## config.mk

```make
export PLATFORM = sky130hd
export DESIGN_NAME = sfs_front_end
export DESIGN_NICKNAME = d
export VERILOG_FILES = /design/src/sfs_pkg.sv /design/src/sfs_front_end.sv
export SDC_FILE = /design/constraint.sdc
export NUM_CORES = 2
export LEC_CHECK = 0
export ABC_AREA = 1
export BUFFER_PORTS_ARGS = -buffer_cell sky130_fd_sc_hd__buf_4
export CORE_ASPECT_RATIO = 0.6
export CORE_MARGIN = 2
export CORE_UTILIZATION = 41
export DETAILED_ROUTE_END_ITERATION = 10
export SLEW_MARGIN = 30
export SYNTH_ARGS = -nofsm -noshare
export SYNTH_HDL_FRONTEND = slang
export SYNTH_SLANG_ARGS = --single-unit
```

## constraint.sdc

```tcl
create_clock -name clk -period 8.4 [get_ports clk]
set_input_delay 0.84 -clock clk [delete_from_list [all_inputs] [get_ports clk]]
set_output_delay 0.84 -clock clk [all_outputs]
set_load 0.005 [all_outputs]
```

## src/sfs_pkg.sv

```systemverilog
// Shared constants and types for the serial flash front end.
// Assumes a single 100 MHz clock and synchronous SPI pins.
package sfs_pkg;

  // ----------
  // Framing and field positions
  // ----------
  localparam int         ADDR_W          = 24;
  localparam logic [1:0] ADDR_LAST       = 2'h2;
  localparam logic [2:0] BIT_LAST_SINGLE = 3'h7;
  localparam logic [2:0] BIT_LAST_DUAL   = 3'h6;
  localparam logic [2:0] BIT_STEP_SINGLE = 3'h1;
  localparam logic [2:0] BIT_STEP_DUAL   = 3'h2;
  localparam logic [8:0] PAGE_BYTES      = 9'h100;
  localparam int         SECT_LSB        = 16;
  localparam int         SECT_W          = 5;
  localparam int         SECT_NUM        = 32;
  localparam int         SEC_BYTES       = 128;
  localparam int         SEC_AW          = 7;
  localparam int         FIFO_DEPTH      = 16;

  // ----------
  // Erase alignment masks
  // ----------
  localparam logic [23:0] MASK_4K   = 24'hfff000;
  localparam logic [23:0] MASK_32K  = 24'hff8000;
  localparam logic [23:0] MASK_64K  = 24'hff0000;
  localparam logic [23:0] MASK_NONE = 24'hffffff;
  localparam logic [23:0] MASK_ALL  = 24'h000000;

  // ----------
  // Opcodes
  // ----------
  localparam logic [7:0] OP_READ        = 8'h03;
  localparam logic [7:0] OP_READ_DUAL   = 8'h3b;
  localparam logic [7:0] OP_PROG        = 8'h02;
  localparam logic [7:0] OP_PROG_DUAL   = 8'ha2;
  localparam logic [7:0] OP_ERASE_4K    = 8'h20;
  localparam logic [7:0] OP_ERASE_32K   = 8'h52;
  localparam logic [7:0] OP_ERASE_64K   = 8'hd8;
  localparam logic [7:0] OP_ERASE_CHIP  = 8'h60;
  localparam logic [7:0] OP_PROTECT     = 8'h36;
  localparam logic [7:0] OP_UNPROTECT   = 8'h39;
  localparam logic [7:0] OP_PROTECT_ALL = 8'h3c;
  localparam logic [7:0] OP_UNPROT_ALL  = 8'h3d;
  localparam logic [7:0] OP_SEC_PROG    = 8'h9b;
  localparam logic [7:0] OP_SEC_READ    = 8'h77;

  // ----------
  // Types
  // ----------
  typedef enum logic [5:0] {
    ST_IDLE  = 6'h01,
    ST_OPC   = 6'h02,
    ST_ADDR  = 6'h04,
    ST_WDATA = 6'h08,
    ST_RDATA = 6'h10,
    ST_SKIP  = 6'h20
  } sfs_state_t;

  typedef enum logic [2:0] {
    CMD_PROG       = 3'h0,
    CMD_ERASE_4K   = 3'h1,
    CMD_ERASE_32K  = 3'h2,
    CMD_ERASE_64K  = 3'h3,
    CMD_ERASE_CHIP = 3'h4
  } sfs_kind_t;

  typedef struct packed {
    sfs_kind_t   kind;
    logic [23:0] addr;
    logic [8:0]  len;
  } sfs_cmd_t;

  typedef struct packed {
    logic [7:0] off;
    logic [7:0] data;
  } sfs_wr_t;

endpackage

```

## src/sfs_front_end.sv

```systemverilog
// Serial flash SPI front end: framing, shifting, protection, OTP, write FIFO.
// Assumes all pins already synchronous to clk and SCK well below clk/4.
//
// Notes on behaviour
// - Chip select high deselects, goes to standby, output pin floats.
// - Deselected device ignores the serial input entirely.
// - Operation starts on chip select fall, completes on chip select rise.
// - Standby waits for a running program or erase to finish.
// - Command, address and write data sampled on SCK rising edges.
// - Read bits change on SCK falling edges.
// - All inbound traffic except dual-input program data arrives on the input line in single-bit mode.
// - Dual-output read drives two bits per falling edge, input line turned output.
// - Modes 0 and 3 both work; only rising edges sample.
// - Program takes one to 256 bytes within one page.
// - Erase of aligned 4K, 32K, 64K blocks and whole array.
// - Protection bit per 64K sector, 32 sectors, plus global set and clear.
// - 128-byte security register apart from the array, each byte programmable once until reset.
// - Dual-input program captures two bits per rising edge, output line as input.
// - Pause pin low ignores clock and data and floats outputs.
`timescale 1ns/1ps

module sfs_fifo #(
  parameter int WIDTH = 16,
  parameter int DEPTH = 16
) (
  input  wire logic             clk,
  input  wire logic             rst_n,
  input  wire logic             ce,
  // Fill side
  input  wire logic             in_valid,
  output logic                  in_ready,
  input  wire logic [WIDTH-1:0] in_data,
  // Drain side
  output logic                  out_valid,
  input  wire logic             out_ready,
  output logic [WIDTH-1:0]      out_data
);
  localparam int AW = $clog2(DEPTH);

  logic [WIDTH-1:0] mem_q [DEPTH];
  logic [AW:0]      wp_q;
  logic [AW:0]      wp_d;
  logic [AW:0]      rp_q;
  logic [AW:0]      rp_d;
  logic             full;

  assign full      = (wp_q[AW] != rp_q[AW]) && (wp_q[AW-1:0] == rp_q[AW-1:0]);
  assign in_ready  = !full;
  assign out_valid = (wp_q != rp_q);
  assign out_data  = mem_q[rp_q[AW-1:0]];

  always_comb begin
    wp_d = wp_q;
    rp_d = rp_q;
    if (in_valid && in_ready) begin
      wp_d = wp_q + (AW+1)'(1);
    end
    if (out_valid && out_ready) begin
      rp_d = rp_q + (AW+1)'(1);
    end
  end

  always_ff @(posedge clk or negedge rst_n) begin
    if (!rst_n) begin
      wp_q <= '0;
      rp_q <= '0;
    end else if (ce) begin
      wp_q <= wp_d;
      rp_q <= rp_d;
    end
  end

  // Storage carries no reset; only pointers matter after reset
  always_ff @(posedge clk) begin
    if (ce && in_valid && in_ready) begin
      mem_q[wp_q[AW-1:0]] <= in_data;
    end
  end
endmodule // sfs_fifo

module sfs_front_end (
  input  wire logic              clk,
  input  wire logic              rst_n,
  input  wire logic              ce,
  // SPI pins
  input  wire logic              cs_n,
  input  wire logic              sck,
  input  wire logic              hold_n,
  input  wire logic              input_line_dual_output_i,
  output logic                   input_line_dual_output_o,
  output logic                   input_line_dual_output_oe,
  input  wire logic              output_line_dual_input_i,
  output logic                   output_line_dual_input_o,
  output logic                   output_line_dual_input_oe,
  // Array side
  input  wire logic              busy,
  output logic [23:0]            rd_addr,
  input  wire logic [7:0]        rd_data,
  output logic                   cmd_valid,
  output sfs_pkg::sfs_cmd_t      cmd,
  output logic                   wr_valid,
  input  wire logic              wr_ready,
  output sfs_pkg::sfs_wr_t       wr_word,
  // Status
  output logic [31:0]            protect_map,
  output logic                   standby,
  output logic                   overrun
);
  // ------------------------------------------------------------------
  // Helpers
  // ------------------------------------------------------------------
  function automatic logic [4:0] sect_of(input logic [23:0] a);
    return a[sfs_pkg::SECT_LSB +: sfs_pkg::SECT_W];
  endfunction

  function automatic logic is_prog(input logic [7:0] op);
    return (op == sfs_pkg::OP_PROG) || (op == sfs_pkg::OP_PROG_DUAL);
  endfunction

  function automatic logic is_read(input logic [7:0] op);
    return (op == sfs_pkg::OP_READ) || (op == sfs_pkg::OP_READ_DUAL) ||
           (op == sfs_pkg::OP_SEC_READ);
  endfunction

  function automatic logic needs_addr(input logic [7:0] op);
    return is_prog(op) || is_read(op) || (op == sfs_pkg::OP_SEC_PROG) ||
           (op == sfs_pkg::OP_ERASE_4K) || (op == sfs_pkg::OP_ERASE_32K) ||
           (op == sfs_pkg::OP_ERASE_64K) || (op == sfs_pkg::OP_PROTECT) ||
           (op == sfs_pkg::OP_UNPROTECT);
  endfunction

  // ------------------------------------------------------------------
  // State
  // ------------------------------------------------------------------
  sfs_pkg::sfs_state_t st_q, st_d;
  sfs_pkg::sfs_cmd_t   cmd_q, cmd_d;
  sfs_pkg::sfs_wr_t    pw_q, pw_d;
  logic                sck_q, cs_q, opv_q, opv_d, aok_q, aok_d, dual_q, dual_d;
  logic [2:0]          bit_q, bit_d, obit_q, obit_d;
  logic [7:0]          sh_q, sh_d, op_q, op_d, osh_q, osh_d, off_q, off_d;
  logic [23:0]         addr_q, addr_d;
  logic [1:0]          abyte_q, abyte_d;
  logic [8:0]          cnt_q, cnt_d;
  logic                pend_q, pend_d, ovr_q, ovr_d, cmdv_q, cmdv_d, sby_q, sby_d;
  logic                hi_q, hi_d, lo_q, lo_d;
  logic [31:0]         prot_q, prot_d;
  logic [127:0]        secw_q, secw_d;
  logic [7:0]          sec_mem [sfs_pkg::SEC_BYTES];

  logic                rise, fall, cs_fall, cs_rise, dual_in, go, sec_we, fifo_ready;
  logic [7:0]          sh_in, nb;
  logic [2:0]          step;
  sfs_pkg::sfs_kind_t  kind;
  logic [23:0]         mask;

  // Edges count only while selected and not paused
  assign rise    = sck && !sck_q && !cs_n && hold_n;
  assign fall    = !sck && sck_q && !cs_n && hold_n;
  assign cs_fall = !cs_n && cs_q;
  assign cs_rise = cs_n && !cs_q;
  assign dual_in = (st_q == sfs_pkg::ST_WDATA) && dual_q;
  assign sh_in   = dual_in ? {sh_q[5:0], output_line_dual_input_i, input_line_dual_output_i}
                           : {sh_q[6:0], input_line_dual_output_i};
  assign step    = dual_q ? sfs_pkg::BIT_STEP_DUAL : sfs_pkg::BIT_STEP_SINGLE;
  assign nb      = (op_q == sfs_pkg::OP_SEC_READ) ? sec_mem[addr_q[sfs_pkg::SEC_AW-1:0]]
                                                  : rd_data;

  // ------------------------------------------------------------------
  // Next state
  // ------------------------------------------------------------------
  always_comb begin
    st_d = st_q; bit_d = bit_q; sh_d = sh_q; op_d = op_q; opv_d = opv_q;
    aok_d = aok_q; dual_d = dual_q; addr_d = addr_q; abyte_d = abyte_q;
    cnt_d = cnt_q; off_d = off_q; pw_d = pw_q; ovr_d = ovr_q;
    osh_d = osh_q; obit_d = obit_q; hi_d = hi_q; lo_d = lo_q;
    prot_d = prot_q; secw_d = secw_q; cmd_d = cmd_q;
    pend_d = pend_q && !fifo_ready;
    cmdv_d = 1'b0;
    sec_we = 1'b0;
    go     = 1'b0;
    kind   = sfs_pkg::CMD_PROG;
    mask   = sfs_pkg::MASK_NONE;
    sby_d  = cs_n && !busy;
    if (cs_rise) begin
      st_d = sfs_pkg::ST_IDLE;
      case (op_q)
        sfs_pkg::OP_ERASE_4K: begin
          go = aok_q; kind = sfs_pkg::CMD_ERASE_4K; mask = sfs_pkg::MASK_4K;
        end
        sfs_pkg::OP_ERASE_32K: begin
          go = aok_q; kind = sfs_pkg::CMD_ERASE_32K; mask = sfs_pkg::MASK_32K;
        end
        sfs_pkg::OP_ERASE_64K: begin
          go = aok_q; kind = sfs_pkg::CMD_ERASE_64K; mask = sfs_pkg::MASK_64K;
        end
        sfs_pkg::OP_ERASE_CHIP: begin
          go = opv_q && (prot_q == '0); kind = sfs_pkg::CMD_ERASE_CHIP;
          mask = sfs_pkg::MASK_ALL;
        end
        sfs_pkg::OP_PROG, sfs_pkg::OP_PROG_DUAL: begin
          go = aok_q && (cnt_q != '0);
        end
        sfs_pkg::OP_PROTECT: begin
          if (aok_q) prot_d[sect_of(addr_q)] = 1'b1;
        end
        sfs_pkg::OP_UNPROTECT: begin
          if (aok_q) prot_d[sect_of(addr_q)] = 1'b0;
        end
        sfs_pkg::OP_PROTECT_ALL: begin
          if (opv_q) prot_d = '1;
        end
        sfs_pkg::OP_UNPROT_ALL: begin
          if (opv_q) prot_d = '0;
        end
        default: ;
      endcase
      // Protected or busy targets are dropped silently
      if (go && !busy && !prot_q[sect_of(addr_q)]) begin
        cmdv_d = 1'b1;
        cmd_d  = '{kind: kind, addr: addr_q & mask, len: cnt_q};
      end
    end else if (cs_fall) begin
      st_d = sfs_pkg::ST_OPC; bit_d = '0; abyte_d = '0; cnt_d = '0;
      opv_d = 1'b0; aok_d = 1'b0; dual_d = 1'b0; obit_d = '0; ovr_d = 1'b0;
    end else if (rise && (st_q != sfs_pkg::ST_RDATA) && (st_q != sfs_pkg::ST_SKIP)) begin
      sh_d  = sh_in;
      bit_d = bit_q + (dual_in ? sfs_pkg::BIT_STEP_DUAL : sfs_pkg::BIT_STEP_SINGLE);
      if (bit_q == (dual_in ? sfs_pkg::BIT_LAST_DUAL : sfs_pkg::BIT_LAST_SINGLE)) begin
        bit_d = '0;
        case (st_q)
          sfs_pkg::ST_OPC: begin
            op_d   = sh_in; opv_d = 1'b1;
            dual_d = (sh_in == sfs_pkg::OP_READ_DUAL) || (sh_in == sfs_pkg::OP_PROG_DUAL);
            st_d   = needs_addr(sh_in) ? sfs_pkg::ST_ADDR : sfs_pkg::ST_SKIP;
          end
          sfs_pkg::ST_ADDR: begin
            addr_d  = {addr_q[15:0], sh_in};
            abyte_d = abyte_q + 2'h1;
            if (abyte_q == sfs_pkg::ADDR_LAST) begin
              aok_d = 1'b1; off_d = sh_in; st_d = sfs_pkg::ST_SKIP;
              if (is_read(op_q)) begin
                st_d = sfs_pkg::ST_RDATA;
              end else if ((op_q == sfs_pkg::OP_SEC_PROG) ||
                           (is_prog(op_q) && !busy && !prot_q[sect_of(addr_d)])) begin
                st_d = sfs_pkg::ST_WDATA;
              end
            end
          end
          sfs_pkg::ST_WDATA: begin
            off_d = off_q + 8'h1;
            if (op_q == sfs_pkg::OP_SEC_PROG) begin
              // One write per byte until reset clears secw_q; later writes leave it alone
              if (!secw_q[off_q[sfs_pkg::SEC_AW-1:0]]) begin
                sec_we = 1'b1;
                secw_d[off_q[sfs_pkg::SEC_AW-1:0]] = 1'b1;
              end
            end else if (pend_q && !fifo_ready) begin
              ovr_d = 1'b1;
            end else begin
              pend_d = 1'b1;
              pw_d   = '{off: off_q, data: sh_in};
              if (cnt_q != sfs_pkg::PAGE_BYTES) cnt_d = cnt_q + 9'h1;
            end
          end
          default: ;
        endcase
      end
    end else if (fall && (st_q == sfs_pkg::ST_RDATA)) begin
      obit_d = obit_q + step;
      if (obit_q == '0) begin
        addr_d = addr_q + 24'h1;
        hi_d   = nb[7];
        lo_d   = nb[6];
        osh_d  = dual_q ? {nb[5:0], 2'b00} : {nb[6:0], 1'b0};
      end else begin
        hi_d  = osh_q[7];
        lo_d  = osh_q[6];
        osh_d = dual_q ? {osh_q[5:0], 2'b00} : {osh_q[6:0], 1'b0};
      end
    end
  end

  // ------------------------------------------------------------------
  // Registers
  // ------------------------------------------------------------------
  always_ff @(posedge clk or negedge rst_n) begin
    if (!rst_n) begin
      st_q <= sfs_pkg::ST_IDLE; sck_q <= 1'b0; cs_q <= 1'b1;
      bit_q <= '0; sh_q <= '0; op_q <= '0; opv_q <= 1'b0; aok_q <= 1'b0;
      dual_q <= 1'b0; addr_q <= '0; abyte_q <= '0; cnt_q <= '0; off_q <= '0;
      pend_q <= 1'b0; pw_q <= '0; ovr_q <= 1'b0; osh_q <= '0; obit_q <= '0;
      hi_q <= 1'b0; lo_q <= 1'b0; prot_q <= '0; secw_q <= '0;
      cmd_q <= '0; cmdv_q <= 1'b0; sby_q <= 1'b0;
    end else if (ce) begin
      st_q <= st_d; sck_q <= sck; cs_q <= cs_n;
      bit_q <= bit_d; sh_q <= sh_d; op_q <= op_d; opv_q <= opv_d; aok_q <= aok_d;
      dual_q <= dual_d; addr_q <= addr_d; abyte_q <= abyte_d; cnt_q <= cnt_d;
      off_q <= off_d; pend_q <= pend_d; pw_q <= pw_d; ovr_q <= ovr_d;
      osh_q <= osh_d; obit_q <= obit_d; hi_q <= hi_d; lo_q <= lo_d;
      prot_q <= prot_d; secw_q <= secw_d; cmd_q <= cmd_d; cmdv_q <= cmdv_d;
      sby_q <= sby_d;
    end
  end

  // Security bytes keep no reset so a reset does not erase them
  always_ff @(posedge clk) begin
    if (ce && sec_we) begin
      sec_mem[off_q[sfs_pkg::SEC_AW-1:0]] <= sh_in;
    end
  end

  // ------------------------------------------------------------------
  // Write data buffer toward the array
  // ------------------------------------------------------------------
  sfs_fifo #(
    .WIDTH ($bits(sfs_pkg::sfs_wr_t)),
    .DEPTH (sfs_pkg::FIFO_DEPTH)
  ) u_wr_fifo (
    .clk       (clk),
    .rst_n     (rst_n),
    .ce        (ce),
    .in_valid  (pend_q),
    .in_ready  (fifo_ready),
    .in_data   (pw_q),
    .out_valid (wr_valid),
    .out_ready (wr_ready),
    .out_data  (wr_word)
  );

  // ------------------------------------------------------------------
  // Outputs
  // ------------------------------------------------------------------
  assign output_line_dual_input_oe = !cs_n && hold_n && (st_q == sfs_pkg::ST_RDATA);
  assign input_line_dual_output_oe = output_line_dual_input_oe && dual_q;
  assign output_line_dual_input_o  = hi_q;
  assign input_line_dual_output_o  = lo_q;
  assign rd_addr     = addr_q;
  assign cmd_valid   = cmdv_q;
  assign cmd         = cmd_q;
  assign protect_map = prot_q;
  assign standby     = sby_q;
  assign overrun     = ovr_q;

endmodule // sfs_front_end

```

# --- Yosys cells after proc, flatten, opt, wreduce, memory -nomap -nowiden ---
# Memory sizes are Yosys's and may differ from the RTL's.
# Cells that the tools add are included.
totals:
  register_bits: 311
  latchBits: 0
  ram_bits: 1280
  mem_bits_ro: 0
  in_bits: 18
  out_inout_bits: 116
  elab_cells: 299
  memories: 2
mem_list:
  columns: ["name", "words", "width", "read_ports", "rd_ports_with_merged_regs", "wr", "line", "rtl"]
  rows:
  - ["sec_mem", 128, 8, 1, 0, 1, "sfs_front_end.sv:148", "logic [7:0] sec_mem [sfs_pkg::SEC_BYTES];"]
  - ["u_wr_fifo.mem_q", 16, 16, 1, 0, 1, "sfs_front_end.sv:40", "logic [WIDTH-1:0] mem_q [DEPTH];"]
op_classes:
  addsub: 8
  mul: 0
  n_div: 0
  order_cmp: 5
  eq_ne: 48
  shift: 0
  n_mux: 101
  bitwise_logic: 11
  n_reduce_logical: 94
op_table:
  columns: ["op", "count"]
  rows:
  - ["24-bit 2-to-1 mux", 6]
  - ["32-bit 2-to-1 mux", 4]
  - ["128-bit OR", 1]
  - ["32-bit one-hot mux with 4 select lines", 1]
  - ["24-bit one-hot mux with 4 select lines", 1]
  - ["8-bit by 6-bit equality test with 1-bit output, second input constant", 10]
  - ["9-bit 2-to-1 mux", 7]
  - ["8-bit equality test, second input constant", 6]
  - ["6-bit 2-to-1 mux", 8]
  - ["8-bit 2-to-1 mux", 6]
  - ["1-bit 2-to-1 mux", 47]
  - ["8-bit by 7-bit equality test with 1-bit output, second input constant", 5]
  - ["32-bit AND", 1]
  - ["8-bit by 2-bit equality test with 1-bit output, second input constant", 4]
  - ["32-bit logical NOT", 1]
  - ["32-bit inverter", 1]
  - ["32-bit OR", 1]
  - ["1-bit logical AND", 31]
  - ["7-bit AND reduction", 4]
  - ["24-bit by 1-bit adder with 24-bit output, second input constant", 1]
  - ["24-bit AND", 1]
  - ["8-bit AND reduction", 3]
  - ["2-bit nonzero test", 12]
  - ["5-bit AND reduction", 4]
  - ["other kinds (47)", 101]

# --- Depth between registers and ports, before layout ---
depth:
  depth_word: 19
  depth_mapped: 19
  mapped_depth_nobuf: 17

# --- Cells and area by module ---
# From an unflattened synthesis, not the netlist that was laid out.
unflattened:
  hier_cells: 6855
  area_unflattened_um2: 69350.3
modules_own_cells:
  columns: ["mod", "instances", "cells_each", "area_per_inst_um2", "seq_area_each_um2"]
  rows:
  - ["sfs_front_end", 1, 5927, 58436.0, 38259.2]
  - ["sfs_fifo", 1, 928, 10914.2, 7937.6]

# --- Worst setup path after synthesis ---
# OpenSTA, ideal clock, no wires.
synth_path:
  path_type: "reg-to-reg"
  start: "register st_q[5]"
  end: "register st_q[2]"
  setup_time_ps: 118
  arrival_time_ps: 7410
  t_required_ps: 8282
  path_slack_ps: 873
  path_stages_with_launch: 13
  path_buffers: 0
  cell_sequence: "dfrtp_1 > inv_1 > nand2_1 > nor3_1 > nand3_1 > o21ai_0 > inv_1 > nand2_1 > nor2_1 > a21oi_1 > nand3_1 > nand3b_1 > nand2_1"
synth_via:
  elab_chain_len: 19
  elab_cells_between_ends: 43
  classes_between: "eq/ne: 18; mux: 8; reduce/logical: 17"
synth_lines:
  columns: ["item", "line", "rtl"]
  rows:
  - ["from (decl)", "sfs_front_end.sv:135", "sfs_pkg::sfs_state_t st_q, st_d;"]
  - ["from (signal assigned)", "sfs_front_end.sv:295", "st_q <= st_d; sck_q <= sck; cs_q <= cs_n;"]
  - ["6-bit by 4-bit equality test with 1-bit output (*)", "sfs_front_end.sv:161", "assign dual_in = (st_q == sfs_pkg::ST_WDATA) && dual_q;"]
  - ["1-bit logical AND (*)", "sfs_front_end.sv:161", null]
  - ["8-bit 2-to-1 mux (*)", "sfs_front_end.sv:162", "assign sh_in = dual_in ? {sh_q[5:0], output_line_dual_input_i, input_line_dual_output_i}"]
  - ["net sh_in[6]", "sfs_front_end.sv:151", "logic [7:0] sh_in, nb;"]
  - ["8-bit by 2-bit equality test with 1-bit output / 8-bit by 6-bit equality test with 1-bit output (equally long branches)", "sfs_front_end.sv:121", "return (op == sfs_pkg::OP_READ) || (op == sfs_pkg::OP_READ_DUAL) ||"]
  - ["1-bit logical OR (2 in series)", "sfs_front_end.sv:121", null]
  - ["1-bit logical OR (3 in series)", "sfs_front_end.sv:126", "return is_prog(op) || is_read(op) || (op == sfs_pkg::OP_SEC_PROG) ||"]
  - ["1-bit logical OR (2 in series)", "sfs_front_end.sv:127", "(op == sfs_pkg::OP_ERASE_4K) || (op == sfs_pkg::OP_ERASE_32K) ||"]
  - ["1-bit logical OR", "sfs_front_end.sv:128", "(op == sfs_pkg::OP_ERASE_64K) || (op == sfs_pkg::OP_PROTECT) ||"]
  - ["1-bit logical OR (*)", "sfs_front_end.sv:128", null]
  - ["6-bit 2-to-1 mux (*)", "sfs_front_end.sv:234", "st_d = needs_addr(sh_in) ? sfs_pkg::ST_ADDR : sfs_pkg::ST_SKIP;"]
  - ["6-bit one-hot mux with 2 select lines (*)", "sfs_front_end.sv:230", "case (st_q)"]
  - ["6-bit 2-to-1 mux (*)", "sfs_front_end.sv:228", "if (bit_q == (dual_in ? sfs_pkg::BIT_LAST_DUAL : sfs_pkg::BIT_LAST_SINGLE)) begin"]
  - ["6-bit 2-to-1 mux (*)", "sfs_front_end.sv:225", "end else if (rise && (st_q != sfs_pkg::ST_RDATA) && (st_q != sfs_pkg::ST_SKIP)) begin"]
  - ["6-bit 2-to-1 mux (*)", "sfs_front_end.sv:222", "end else if (cs_fall) begin"]
  - ["6-bit 2-to-1 mux (*)", "sfs_front_end.sv:184", "if (cs_rise) begin"]
# The timed path passes the listed nets; every way through them passes the cells marked *. The select of a mux whose other input is x is not followed.
# A chain may end at the register's enable or synchronous reset.

# --- Worst setup path after layout ---
layout_path:
  start: "register off_q[0]"
  end: "memory sec_mem[3][4], enable pin"
layout_via:
  elab_chain_len: 12
layout_lines:
  columns: ["item", "line", "rtl"]
  rows:
  - ["from (decl)", "sfs_front_end.sv:140", "logic [7:0] sh_q, sh_d, op_q, op_d, osh_q, osh_d, off_q, off_d;"]
  - ["from (signal assigned)", "sfs_front_end.sv:290", "dual_q <= 1'b0; addr_q <= '0; abyte_q <= '0; cnt_q <= '0; off_q <= '0;"]
  - ["from (signal assigned)", "sfs_front_end.sv:298", "off_q <= off_d; pend_q <= pend_d; pw_q <= pw_d; ovr_q <= ovr_d;"]
  - ["1-bit binary-select mux with 7-bit select", "sfs_front_end.sv:253", "if (!secw_q[off_q[sfs_pkg::SEC_AW-1:0]]) begin"]
  - ["1-bit 2-to-1 mux (not written as such)", "sfs_front_end.sv:253", null]
  - ["1-bit 2-to-1 mux", "sfs_front_end.sv:253", null]
  - ["1-bit 2-to-1 mux", "sfs_front_end.sv:251", "if (op_q == sfs_pkg::OP_SEC_PROG) begin"]
  - ["1-bit 2-to-1 mux", "sfs_front_end.sv:230", null]
  - ["1-bit 2-to-1 mux", "sfs_front_end.sv:228", null]
  - ["1-bit 2-to-1 mux", "sfs_front_end.sv:225", null]
  - ["1-bit 2-to-1 mux", "sfs_front_end.sv:222", null]
  - ["1-bit 2-to-1 mux", "sfs_front_end.sv:184", null]
  - ["1-bit logical AND", "sfs_front_end.sv:307", "if (ce && sec_we) begin"]
  - ["1-bit 2-to-1 mux", "sfs_front_end.sv:307", null]
  - ["1-bit 2-to-1 mux (not written as such)", "sfs_front_end.sv:308", "sec_mem[off_q[sfs_pkg::SEC_AW-1:0]] <= sh_in;"]
  - ["to (decl)", "sfs_front_end.sv:148", null]
# Several ways; a longest one is shown, not always the timed one. The select of a mux whose other input is x is not followed.

==> impl_metrics.ini <==
[global_route]
track_usage_pct = 23.2
grt_pass1_vias = 46300
grt-ovfl-total = 0
antenna_found_initial = 2
grt_pass1_wl_um = 302000
grt_max_degree = 218

[cts]
ctsResizeCount = 0
clkLatencyLatePin_ps = 830
root_buffer = clkbuf_16
post-cts-setup-buffers = 0
cts_tree = built
clkTransAtPathRegs_ps = 60
cts_buffers = 158
cts.sinks = 1590
hold_buffers = 0
clk_path_buf_depth = 4
htree_levels = 4

[sta]
fin_crit_ps = 5750
min_period_over_period_pct = 68.4
fmax_mhz = 174
skew_ps = 93.1
final.setup.tns_ps = 0
whs_ps = 129
slew_violations = 0
relSlewSlack_pct = 32.2
grt_setup_unrepaired = no
hold_viol = 0
setup_viol = 0
worst_slew_pin_slew_ps = 1020

[die]
row_count = 116
die_h_um = 321
boundaryPins = 134
die_area_sq_mm = 0.171
die_w_um = 533
core_area_sq_mm = 0.167
start_util_pct = 41.3

[worst_setup_path]
cp_data_arrival_time_ps = 6120
max_stage_delay_ps = 720
slowest_stage = nor2_1
critPathMaxFanout = 26
cp_cell_sequence = buf_4 -> inv_1 -> nand3_4 -> inv_2 -> a22oi_1 -> nand3_1 -> nand2_1 -> nand2_1 -> o21ai_1 -> and2_1 -> buf_4 -> nand4_1 -> nor2_1
crit_required_ps = 8770
critPathCaptureType = flip-flop
path_class = reg -> reg
start_kind = flip-flop

[layout]
final_nets = 6656
fin_cells = 8982
postLayoutCellArea_sq_mm = 0.0770
areaGrowthSynthToFinish_pct = 12.0
nFillCells = 15400
drive_above_1_share_pct = 7.86

[detailed_routing]
wl_per_cell_um = 22.5
ant_nets = 0
drt_iter0_markers = 7026
via_count = 49800
drc = 0
drt-total-wl_um = 202000
first_pass_iters = 6
via_per_inst = 5.55

[logic_synthesis]
synth-seq-cells = 1590
synth_edf_count = 1280
ys_seq_area_share_pct = 67.2
ys_warn_count = 0
synth_ff_type = edfxtp_1
netlist_top_cells_count = nand2_1, edfxtp_1, nor2_1
synth_top_area_cell = edfxtp_1
synth_cell_types = 55
yosysTopAreaCellShare_pct = 55.9
syn_inst = 6605
yosysMostFrequentCell = nand2_1
async_flop_share_pct = 19.5
synth.area.top_cells = edfxtp_1, dfrtp_1, nand2_1
netlist_area_sq_mm = 0.0688
syn-mean-instance-area_sq_um = 10.4
syn_nets = 6639

[place]
dp_cells = 8702
hpwl_um = 123000
place_area_sq_mm = 0.0719
io_buffers = 133
place_congestion = 0.905

[power]
p_total_mw = 18.8
p_leak_nw = 30.1
irDropWorstVdd_uv = 185
powerDensity_mw_per_mm2 = 244

[hold_path]
hp-class = in -> async

[flow_run]
cap_violations = 0

[run_status]
status = complete, no violations
## flip-flops by register name, summed over array words and instances, names as in the netlist, 2 cells and up
signal,count
pw_q,16
cmd,36
op_q,8
rd_addr,24
osh_q,7
u_wr_fifo.mem_q,256
u_wr_fifo.rp_q,5
off_q,8
protect_map,32
sec_mem,1024
abyte_q,2
bit_q,3
st_q,6
sh_q,7
u_wr_fifo.wp_q,5
obit_q,3
secw_q,128
cnt_q,9
## cells in the final DEF (no fill, tap or decap), drive strengths merged, types with 4 or more instances in the layout
cell | synthesis | final
a21oi | 91 | 91
a22o | 4 | 4
a22oi | 37 | 37
a31oi | 7 | 7
a32oi | 9 | 9
and3 | 6 | 6
buf | 117 | 221
bufinv | 0 | 12
clkbuf | 247 | 192
clkinv | 8 | 69
clkinvlp | 0 | 8
dfrtp | 308 | 308
edfxtp | 1280 | 1280
ha | 15 | 15
inv | 516 | 520
mux2i | 23 | 23
nand2 | 1535 | 1535
nand3 | 554 | 554
nand3b | 8 | 8
nand4 | 46 | 46
nor2 | 892 | 892
nor3 | 32 | 32
nor4 | 7 | 7
o211ai | 56 | 56
o21ai | 604 | 604
o221ai | 28 | 28
o22ai | 76 | 76
o31ai | 5 | 5
o32ai | 42 | 42
xor2 | 37 | 37
## per-layer routing
metal	wire, um	vias to the layer above	GRT usage (%)
met5	0	-	0
met4	3600	0	4.51
met3	24800	252	7.00
met2	79700	2562	30.8
met1	94300	24400	36.7
li1	-	22600	-
## layout make-up
class                   count  area (sq um)  area share (%)
clock inverters            85           744           0.967
inverters                 524          1990            2.58
repair buffers            221          1790            2.33
clock buffers             192          4280            5.56
flip-flops and latches   1590         46200            60.0
well taps                2242          2810            3.64
multi-input cells        4127         19200            24.9
diodes                      1          2.50         0.00325
## critical path: cells and delay by family, from the launching register on
kind	cells	cell delay, ps
AND/OR/NAND/NOR	7	2390
buffers and inverters	4	1500
AO/OA/AOI/OAI	2	730
flip-flops	1	630
## power breakdown
part	switching, mW	internal, mW	leakage (nW)	total [mW]
clock network	3.06	3.99	2.46	7.06
registers	0.227	8.90	15.4	9.12
logic	1.93	0.716	12.3	2.64
total	5.22	13.6	30.1	18.8
## kinds of logic after synthesis
family | after synthesis | synth area share [%]
AOI/OAI and AO/OA | 967 | 8.05
xor gates and xnor gates | 38 | 0.484
adders and majority gates | 16 | 0.302
buffers and inverters | 888 | 5.10
DFF | 1590 | 67.2
muxes | 24 | 0.351
and+or+nand+nor | 3082 | 18.5
## metrics by stage
stage	setup slack, ps	utilization, %
finish	2650	46.2
global route	2280	46.2
CTS	2730	46.2
detailed placement	2850	43.2
global placement	3000	43.2
floorplan	873	-
## worst paths after layout
path,start,end,slack (ps),cells after the start
worst max-delay path,off_q[0],sec_mem[3][4],2650,13
worst min-delay path,rst_n,cmd[25],130,1
worst max register to register,off_q[0],sec_mem[3][4],2650,13
worst min register to register,secw_q[58],secw_q[58],450,2
max in group asynchronous,rst_n,secw_q[102],6830,2
min in group clk,sck,sck_q,280,3
No activity file was read; power rests on OpenSTA's default activity.
